$ cat config.mk
export PLATFORM = sky130hd
export DESIGN_NAME = hsfs_supervisor
export DESIGN_NICKNAME = d
export VERILOG_FILES = /design/src/hsfs_pkg.sv /design/src/hsfs_delay_timer.sv /design/src/hsfs_supervisor.sv
export SDC_FILE = /design/constraint.sdc
export NUM_CORES = 1
export LEC_CHECK = 0
export ABC_AREA = 1
export BUFFER_PORTS_ARGS = -buffer_cell sky130_fd_sc_hd__buf_2
export CAP_MARGIN = 10
export CORE_ASPECT_RATIO = 0.75
export CORE_MARGIN = 3
export CORE_UTILIZATION = 55
export CTS_CLUSTER_DIAMETER = 100
export DETAILED_ROUTE_END_ITERATION = 10
export PLACE_DENSITY = 0.75
export SLEW_MARGIN = 30
export SYNTH_ARGS = -nofsm -noshare
export SYNTH_HDL_FRONTEND = slang
export SYNTH_SLANG_ARGS = --single-unit
$ cat constraint.sdc
create_clock -name SYS_CLK -period 6.13 [get_ports SYS_CLK]
set_clock_uncertainty 0.2 [all_clocks]
set_input_delay 1.226 -clock SYS_CLK [delete_from_list [all_inputs] [get_ports SYS_CLK]]
set_output_delay 1.226 -clock SYS_CLK [all_outputs]
set_load 0.05 [all_outputs]
$ cat src/hsfs_pkg.sv
/*
 Shared constants and types of the hot-swap fault supervisor.
 Assumes a single 125 MHz system clock domain.
*/
package hsfs_pkg;
   localparam int ADDR_W = 8;
   localparam int DATA_W = 32;
   localparam int TMR_W = 16;
   localparam int GATE_W = 8;
   localparam int IRQ_W = 4;
   // Register byte offsets.
   localparam logic [ADDR_W-1:0] REG_CTRL = 8'h00;
   localparam logic [ADDR_W-1:0] REG_RAMP = 8'h04;
   localparam logic [ADDR_W-1:0] REG_PWR_TC = 8'h08;
   localparam logic [ADDR_W-1:0] REG_CUR_TC = 8'h0C;
   localparam logic [ADDR_W-1:0] REG_STATUS = 8'h10;
   localparam logic [ADDR_W-1:0] REG_IRQ_STAT = 8'h14;
   localparam logic [ADDR_W-1:0] REG_IRQ_MASK = 8'h18;
   // Field positions.
   localparam int CTRL_CUR_MODE = 0;
   localparam int STAT_STATE_LSB = 0;
   localparam int STAT_CAUSE_LSB = 4;
   localparam int STAT_EN_BIT = 6;
   localparam int STAT_SUP_BIT = 7;
   localparam int IRQ_PWR_TRIP = 0;
   localparam int IRQ_CUR_TRIP = 1;
   localparam int IRQ_SHORT_TRIP = 2;
   localparam int IRQ_RAMP_DONE = 3;
   // Reset values.
   localparam logic [TMR_W-1:0] RAMP_RST = 16'h0010;
   localparam logic [TMR_W-1:0] TC_RST = 16'h0100;
   localparam logic [IRQ_W-1:0] IRQ_MASK_RST = 4'h0;
   // Short-circuit reaction time.
   localparam int CLK_PERIOD_NS = 8;
   localparam int SC_DELAY_NS = 2000;
   localparam int SC_DELAY_CYC = SC_DELAY_NS / CLK_PERIOD_NS;

   typedef struct packed {
      logic overpower;
      logic overcurrent;
      logic below_20a;
      logic short_circuit;
   } hsfs_cmp_t;

   typedef enum logic [3:0] {
      ST_OFF = 4'b0001,
      ST_RAMP = 4'b0010,
      ST_ON = 4'b0100,
      ST_FAULT = 4'b1000
   } hsfs_state_t;

   typedef enum logic [1:0] {
      CAUSE_NONE = 2'h0,
      CAUSE_PWR = 2'h1,
      CAUSE_CUR = 2'h2,
      CAUSE_SHORT = 2'h3
   } hsfs_cause_t;
endpackage

$ cat src/hsfs_delay_timer.sv
/*
 One fault delay timer: a counter that stands in for a delay capacitor.
 Assumes run and clear come from logic on the same clock.
*/
`timescale 1ns/1ns
module hsfs_delay_timer
   import hsfs_pkg::*;
#(
   parameter int TW = TMR_W
) (
   input wire logic clk,
   input wire logic rst_n,
   input wire logic run,
   input wire logic clear,
   input wire logic [TW-1:0] tc,
   output logic [TW-1:0] count_q,
   output logic tripped_q
);
   logic at_tc;

   // A terminal count of zero trips on the first running cycle.
   assign at_tc = (count_q >= tc) || ((count_q + 1'b1) >= tc);

   // The count is dropped as soon as the condition goes away, but a
   // tripped timer keeps its level so the cause stays readable.
   always_ff @(posedge clk or negedge rst_n) begin
      if (!rst_n) begin
         count_q <= '0;
      end else if (clear || (!run && !tripped_q)) begin
         count_q <= '0;
      end else if (run && !tripped_q && !at_tc) begin
         count_q <= count_q + 1'b1;
      end
   end

   always_ff @(posedge clk or negedge rst_n) begin
      if (!rst_n) begin
         tripped_q <= 1'b0;
      end else if (clear) begin
         tripped_q <= 1'b0;
      end else if (run && at_tc) begin
         tripped_q <= 1'b1;
      end
   end
endmodule

$ cat src/hsfs_supervisor.sv
/*
 Fault supervisor of a high-side hot-swap monitor: soft-start of the pass
 transistor drive, power and current delay timers, short-circuit trip,
 latched active-low fault, register port and interrupt.
 Assumes comparator flags are synchronous to SYS_CLK; the enable and
 supply pins are asynchronous and are synchronised here.
*/
// Notes on behaviour
// - While the switch-on request is low the drive output is held at zero.
// - After the request rises the drive ramps up one step per ramp period.
// - The switch-on request is active high and the trip flag active low.
// - Overpower advances the power timer and its terminal count trips a fault.
// - Overpower going away before the trip clears the power timer.
// - The timers run at once (the power timer only with CTRL_CUR_MODE clear) and the first one to trip latches the fault.
// - The power timer clears below 20 A and the current timer below 40 A.
// - Both timers advance one count per clock, so only the terminal count sets delay.
// - On a fault the trip flag goes low and the drive goes to zero together.
// - A fault stays latched with the drive at zero until the request cycles.
// - A low request clears the fault, both timers and the soft-start state.
// - A short circuit held for about 2 us forces the drive off.
// - After a fault the timer outputs show the cause.
// - Losing and restoring the supply also clears a latched fault.
`timescale 1ns/1ns
module hsfs_supervisor
   import hsfs_pkg::*;
#(
   parameter int GW = GATE_W,
   parameter int TW = TMR_W
) (
   input wire logic SYS_CLK,
   input wire logic RSTN,
   input wire logic ENABLE_PIN,
   input wire logic SUPPLY_OK_PIN,
   input wire logic OVERPOWER_FLAG,
   input wire logic OVERCURRENT_FLAG,
   input wire logic BELOW_20A_FLAG,
   input wire logic SHORT_FLAG,
   input wire logic [ADDR_W-1:0] ADDR,
   input wire logic [DATA_W-1:0] WDATA,
   input wire logic WR,
   input wire logic RD,
   output logic [DATA_W-1:0] RDATA,
   output logic [GW-1:0] GATE_DRIVE,
   output logic FAULT_N,
   output logic PWR_TMR_HI,
   output logic CUR_TMR_HI,
   output logic IRQ
);
   localparam logic [GW-1:0] GATE_MAX = {GW{1'b1}};
   localparam logic [8:0] SC_LAST = 9'(SC_DELAY_CYC - 1);

   hsfs_cmp_t cmp;
   hsfs_state_t state_q, state_d;
   hsfs_cause_t cause_q;
   logic [1:0] en_sync_q, sup_sync_q;
   logic en_req;
   logic cur_mode_q;
   logic [TW-1:0] ramp_rate_q, pwr_tc_q, cur_tc_q, pres_q;
   logic [GW-1:0] gate_q;
   logic [8:0] sc_cnt_q;
   logic sc_trip, running, trip;
   logic [IRQ_W-1:0] ist_q, ist_d, imask_q, ev;
   logic [DATA_W-1:0] rdata_q;
   logic fault_n_q, irq_q;
   logic [1:0] tmr_run, tmr_trip;
   logic [TW-1:0] tmr_tc [2];
   logic [TW-1:0] tmr_cnt [2];

   assign cmp = '{overpower: OVERPOWER_FLAG, overcurrent: OVERCURRENT_FLAG,
                  below_20a: BELOW_20A_FLAG, short_circuit: SHORT_FLAG};

   // Only the second flop of each synchroniser is read by logic.
   always_ff @(posedge SYS_CLK or negedge RSTN) begin
      if (!RSTN) begin
         en_sync_q <= 2'b00;
         sup_sync_q <= 2'b00;
      end else begin
         en_sync_q <= {en_sync_q[0], ENABLE_PIN};
         sup_sync_q <= {sup_sync_q[0], SUPPLY_OK_PIN};
      end
   end

   // The request counts only while the supply is present.
   assign en_req = en_sync_q[1] && sup_sync_q[1];

   assign running = (state_q == ST_RAMP) || (state_q == ST_ON);

   // Both timers count one step per clock while their condition holds.
   assign tmr_run[0] = running && en_req && cmp.overpower && !cmp.below_20a
                       && !cur_mode_q;
   assign tmr_run[1] = running && en_req && cmp.overcurrent;
   assign tmr_tc[0] = pwr_tc_q;
   assign tmr_tc[1] = cur_tc_q;

   generate
      for (genvar i = 0; i < 2; i++) begin : g_tmr
         hsfs_delay_timer #(
            .TW(TW)
         ) u_tmr (
            .clk(SYS_CLK),
            .rst_n(RSTN),
            .run(tmr_run[i]),
            .clear(!en_req),
            .tc(tmr_tc[i]),
            .count_q(tmr_cnt[i]),
            .tripped_q(tmr_trip[i])
         );
      end
   endgenerate

   // Timer outputs are the tripped levels, so they read low after a short.
   assign PWR_TMR_HI = tmr_trip[0];
   assign CUR_TMR_HI = tmr_trip[1];

   // Short-circuit delay counter; it restarts if the flag drops early.
   always_ff @(posedge SYS_CLK or negedge RSTN) begin
      if (!RSTN) begin
         sc_cnt_q <= '0;
      end else if (!running || !cmp.short_circuit || !en_req) begin
         sc_cnt_q <= '0;
      end else if (sc_cnt_q != SC_LAST) begin
         sc_cnt_q <= sc_cnt_q + 1'b1;
      end
   end

   assign sc_trip = running && cmp.short_circuit && (sc_cnt_q == SC_LAST);
   assign trip = running && en_req && (sc_trip || (|tmr_trip));

   always_comb begin
      state_d = state_q;
      if (!en_req) begin
         state_d = ST_OFF;
      end else begin
         unique case (state_q)
            ST_OFF: begin
               state_d = ST_RAMP;
            end
            ST_RAMP: begin
               if (trip) begin
                  state_d = ST_FAULT;
               end else if (gate_q == GATE_MAX) begin
                  state_d = ST_ON;
               end
            end
            ST_ON: begin
               if (trip) begin
                  state_d = ST_FAULT;
               end
            end
            ST_FAULT: begin
               state_d = ST_FAULT;
            end
            default: begin
               state_d = ST_OFF;
            end
         endcase
      end
   end

   always_ff @(posedge SYS_CLK or negedge RSTN) begin
      if (!RSTN) begin
         state_q <= ST_OFF;
      end else begin
         state_q <= state_d;
      end
   end

   // The trip flag is registered from the next state so it falls on the
   // same edge that zeroes the drive.
   always_ff @(posedge SYS_CLK or negedge RSTN) begin
      if (!RSTN) begin
         fault_n_q <= 1'b1;
      end else begin
         fault_n_q <= (state_d != ST_FAULT);
      end
   end

   always_ff @(posedge SYS_CLK or negedge RSTN) begin
      if (!RSTN) begin
         cause_q <= CAUSE_NONE;
      end else if (!en_req) begin
         cause_q <= CAUSE_NONE;
      end else if (trip && (state_q != ST_FAULT)) begin
         if (tmr_trip[0]) begin
            cause_q <= CAUSE_PWR;
         end else if (tmr_trip[1]) begin
            cause_q <= CAUSE_CUR;
         end else begin
            cause_q <= CAUSE_SHORT;
         end
      end
   end

   // Soft-start prescaler: one drive step per ramp_rate_q + 1 clocks.
   always_ff @(posedge SYS_CLK or negedge RSTN) begin
      if (!RSTN) begin
         pres_q <= '0;
      end else if (state_d != ST_RAMP || pres_q >= ramp_rate_q) begin
         pres_q <= '0;
      end else begin
         pres_q <= pres_q + 1'b1;
      end
   end

   // A large ramp period trades startup time for lower inrush.
   always_ff @(posedge SYS_CLK or negedge RSTN) begin
      if (!RSTN) begin
         gate_q <= '0;
      end else if (state_d == ST_OFF || state_d == ST_FAULT) begin
         gate_q <= '0;
      end else if (state_q == ST_RAMP && pres_q >= ramp_rate_q
                   && gate_q != GATE_MAX) begin
         gate_q <= gate_q + 1'b1;
      end
   end

   assign GATE_DRIVE = gate_q;
   assign FAULT_N = fault_n_q;

   // Register writes.
   always_ff @(posedge SYS_CLK or negedge RSTN) begin
      if (!RSTN) begin
         cur_mode_q <= 1'b0;
         ramp_rate_q <= RAMP_RST;
         pwr_tc_q <= TC_RST;
         cur_tc_q <= TC_RST;
         imask_q <= IRQ_MASK_RST;
      end else if (WR) begin
         unique case (ADDR)
            REG_CTRL: cur_mode_q <= WDATA[CTRL_CUR_MODE];
            REG_RAMP: ramp_rate_q <= WDATA[TW-1:0];
            REG_PWR_TC: pwr_tc_q <= WDATA[TW-1:0];
            REG_CUR_TC: cur_tc_q <= WDATA[TW-1:0];
            REG_IRQ_MASK: imask_q <= WDATA[IRQ_W-1:0];
            default: begin
            end
         endcase
      end
   end

   // Interrupt events; a new event wins over the read that clears.
   always_comb begin
      ev = '0;
      ev[IRQ_PWR_TRIP] = trip && (state_q != ST_FAULT) && tmr_trip[0];
      ev[IRQ_CUR_TRIP] = trip && (state_q != ST_FAULT) && !tmr_trip[0]
                         && tmr_trip[1];
      ev[IRQ_SHORT_TRIP] = trip && (state_q != ST_FAULT) && !(|tmr_trip);
      ev[IRQ_RAMP_DONE] = (state_q == ST_RAMP) && (state_d == ST_ON);
      ist_d = ist_q;
      if (RD && ADDR == REG_IRQ_STAT) begin
         ist_d = '0;
      end
      ist_d = ist_d | ev;
   end

   always_ff @(posedge SYS_CLK or negedge RSTN) begin
      if (!RSTN) begin
         ist_q <= '0;
         irq_q <= 1'b0;
      end else begin
         ist_q <= ist_d;
         irq_q <= |(ist_d & imask_q);
      end
   end

   assign IRQ = irq_q;

   // Read data stands only in the cycle after the read strobe.
   always_ff @(posedge SYS_CLK or negedge RSTN) begin
      if (!RSTN) begin
         rdata_q <= '0;
      end else begin
         rdata_q <= '0;
         if (RD) begin
            unique case (ADDR)
               REG_CTRL: rdata_q[CTRL_CUR_MODE] <= cur_mode_q;
               REG_RAMP: rdata_q[TW-1:0] <= ramp_rate_q;
               REG_PWR_TC: rdata_q[TW-1:0] <= pwr_tc_q;
               REG_CUR_TC: rdata_q[TW-1:0] <= cur_tc_q;
               REG_STATUS: begin
                  rdata_q[STAT_STATE_LSB +: 4] <= state_q;
                  rdata_q[STAT_CAUSE_LSB +: 2] <= cause_q;
                  rdata_q[STAT_EN_BIT] <= en_sync_q[1];
                  rdata_q[STAT_SUP_BIT] <= sup_sync_q[1];
               end
               REG_IRQ_STAT: rdata_q[IRQ_W-1:0] <= ist_q;
               REG_IRQ_MASK: rdata_q[IRQ_W-1:0] <= imask_q;
               default: begin
               end
            endcase
         end
      end
   end

   assign RDATA = rdata_q;
endmodule
==> impl_metrics.py <==
metrics = {
    "global_routing": {
        "grt_use_total_pct": 25.77,
        "overflow": 0,
        "grt_use_met1_pct": 40.16,
        "grt.busiest_layer": "met1",
        "grt_max_degree": 59,
        "grt_util_met2_pct": 37.65,
        "first_global_vias": 7529,
        "met3_usage_pct": 4.686,
        "antenna_found_initial": 0,
        "grt_pass1_wl_um": 38740,
    },
    "synthesis": {
        "synthXorXnorAreaFrac_pct": 4.591,
        "synth-adder-area-share_pct": 11.28,
        "synth_compound_area_share_pct": 8.763,
        "synth_top_family_by_area": "simple AND/OR/NAND/NOR gates",
        "synth_top_area_share_pct": 38.57,
        "yosysTopAreaCell": "dfrtp_1",
        "yosys_most_used_dff": "dfrtp_1",
        "yosysWarnings": 0,
        "ys_seq_area_share_pct": 39.94,
        "synth.avg_cell_area_um2": 7.968,
        "synth_seq_cells": 152,
        "synthMuxAreaShare_pct": 0,
        "synth-simple-area-share_pct": 26.32,
        "ys_types": 40,
        "synth_edf_count": 0,
        "synth_area_leaders": "dfrtp_1 (39%), ha_1 (11%), nand2_1 (11%)",
        "syn_area_mm2": 0.009538,
        "synth_cells": 1197,
        "synth_async_sr_flop_share_pct": 100.0,
    },
    "status": {
        "status": "complete, no violations",
    },
    "finish": {
        "synthToLayoutAreaGrowth_pct": 10.70,
        "antenna_cells": 0,
        "nFillCells": 1475,
        "register_area_mm2": 0.003810,
        "multi_input_area_mm2": 0.004925,
        "postLayoutCoreUtil_pct": 62.37,
        "layout.nets": 1390,
        "instances_no_fill": 1482,
        "drive_above_1_share_pct": 10.34,
    },
    "sta": {
        "finalHoldViolCount": 0,
        "tightest_slew_ps": 956.2,
        "rsz0062_at_grt": "false",
        "fmax_mhz": 250.8,
        "fin_setup_tns_ps": 0,
        "finalMaxSlewViolations": 0,
        "min_period_over_period_pct": 65.03,
        "setup_viol": 0,
        "period_needed_ps": 3987,
        "setup_ws_ps": 2143,
        "slew_headroom_pct": 36.10,
    },
    "clock_tree": {
        "cts_buffers": 17,
        "cts_sinks": 152,
        "cts.reportedPaths.clkPinSlew_ps": 60,
        "clock_tree.root_cell": "clkbuf_16",
        "htreeDepth": 4,
        "post_cts_resized": 0,
        "post_cts_buffers": 0,
        "clock_path_buffers": 2,
        "clock_latency_ps": 430,
        "postCtsHoldBufs": 0,
        "cts_tree": "yes",
    },
    "floorplanning": {
        "coreArea_mm2": 0.01693,
        "num_rows": 41,
        "initial_core_util_pct": 56.34,
        "ioPinCount": 94,
        "die_area_mm2": 0.01897,
        "die_y_um": 120.0,
        "die_x_um": 158.1,
    },
    "placed_design": {
        "numPortBuffers": 61,
        "dp_hpwl_um": 17640,
        "place.gp.congestion": 0.8638,
        "place_inst": 1450,
        "pre_cts_ws_ps": 2201,
    },
    "flow_run": {
        "drv_cap": 0,
    },
    "power_and_ir_drop": {
        "powerDensity_mw_per_mm2": 227.8,
        "ir_drop_mv": 0.1421,
        "p_leak_uw": 0.005468,
    },
    "worst_setup_path": {
        "cp-start-kind": "flop",
        "cp_max_fo": 18,
        "worstPathArrival_ps": 4100,
        "path_class": "reg -> reg",
        "regToRegSetupSlack_ps": 2140,
        "worstPathRequired_ps": 6240,
        "cp-end-kind": "flop",
    },
    "drt": {
        "first_pass_iters": 5,
        "ant_nets": 0,
        "drt_wl_total_um": 23460,
        "drt_iter0_drc": 765,
        "vias": 8165,
        "vias_per_cell": 5.509,
        "drc": 0,
        "wl_per_cell_um": 15.83,
    },
    "hold_path": {
        "hold_class": "reg -> reg",
    },
}
-- cells by family (layout without fill, tap and decap cells) --
kind of cell,Yosys count,after routing
buf+inv,205,260
compound gates,150,150
flops,152,152
fa+ha+maj,86,86
other cells,1,16
simple gates,553,553
xor+xnor,50,50
-- stage by stage --
step	power, µW	hold WS (ps)	cell area, µm²
detailed placement	1334	135.6	9945
finish	2405	152.7	10560
floorplan	1256	131.2	9594
global placement	1326	134.5	9945
global route	2490	153.3	10560
CTS	2409	151.8	10550
-- power breakdown --
part / switching [µW] / leakage (µW) / internal [µW]
Combinational: 201 / 0.00311 / 71.2
Clock: 450 / 0.000297 / 637
Sequential: 18.2 / 0.00206 / 1030
Total: 669 / 0.00547 / 1740
-- worst paths after layout --
kind	depth (start not counted)	startpoint	end
max	15	g_tmr[1].u_tmr.count_q[2]	g_tmr[1].u_tmr.count_q[2]
min	0	en_sync_q[0]	en_sync_q[1]
max reg2reg	15	g_tmr[1].u_tmr.count_q[2]	g_tmr[1].u_tmr.count_q[2]
min reg2reg	0	en_sync_q[0]	en_sync_q[1]
max in group asynchronous	2	RSTN	sc_cnt_q[3]
min in group asynchronous	1	RSTN	g_tmr[0].u_tmr.count_q[10]
-- Yosys cell counts, drive strengths merged, types with 5 or more instances --
master,n
nor3,22
nand2,284
dfstp,5
nand3,93
buf,30
nand4,51
dfrtp,147
inv,164
o21ai,66
clkbuf,10
xnor2,12
ha,86
o22ai,13
a21oi,49
nor2,93
a31oi,6
o21a,5
xor2,38
-- per-layer routing --
layer,up-vias,wire length (µm)
met4,0,242
li1,4021,-
met3,19,1817
met1,3835,11170
met5,-,0
met2,290,10230
-- worst max-delay path, cell delays in order (launching register included) --
cell,delay (ps)
dfrtp_1,460
nand2_1,110
nor2_1,220
nand4_1,190
nor2_1,230
nand2_1,100
xnor2_1,210
ha_1,280
a21oi_1,150
o21ai_0,100
a21oi_1,160
nand3_1,110
nor2_2,540
nand2_1,540
nand3_1,200
nand2_1,60
-- flip-flops by register name, indices dropped and copies added, names as in the netlist --
name / cells
cur_mode_q: 1
g_tmr.u_tmr.count_q: 32
IRQ: 1
state_q: 4
GATE_DRIVE: 8
g_tmr.u_tmr.tripped_q: 2
imask_q: 4
RDATA: 16
ramp_rate_q: 16
sc_cnt_q: 9
ist_q: 4
pres_q: 16
cur_tc_q: 16
FAULT_N: 1
pwr_tc_q: 16
sup_sync_q: 2
en_sync_q: 2
cause_q: 2
-- area by class of cell --
cell class              count  share of cell area [%]
flip-flops and latches    152                   36.08
clock buffers              20                   4.420
clock inverters            12                   1.351
multi-input cells         855                   46.64
well taps                 215                   2.548
repair buffers             63                   3.093
inverters                 165                   5.866
-- layout by cell type (no fill, tap or decap), types with 2 or more instances in the layout --
master and count:
a211oi_1 2, a21o_1 2, a21oi_1 48, a31oi_1 6, buf_2 60, buf_4 2
bufinv_16 2, clkbuf_16 17, clkbuf_8 3, clkinv_4 7, conb_1 16, dfrtp_1 147
dfstp_2 5, ha_1 86, inv_1 161, inv_2 3, nand2_1 276, nand2_2 8
nand3_1 90, nand3_2 3, nand3b_1 2, nand4_1 51, nor2_1 78, nor2_2 4
nor2_4 10, nor3_1 22, nor3b_1 3, nor4_1 4, o21a_1 5, o21ai_0 65
o21bai_1 3, o221ai_1 2, o22ai_1 13, xnor2_1 12, xor2_1 38
(Power assumes the default switching activity.)
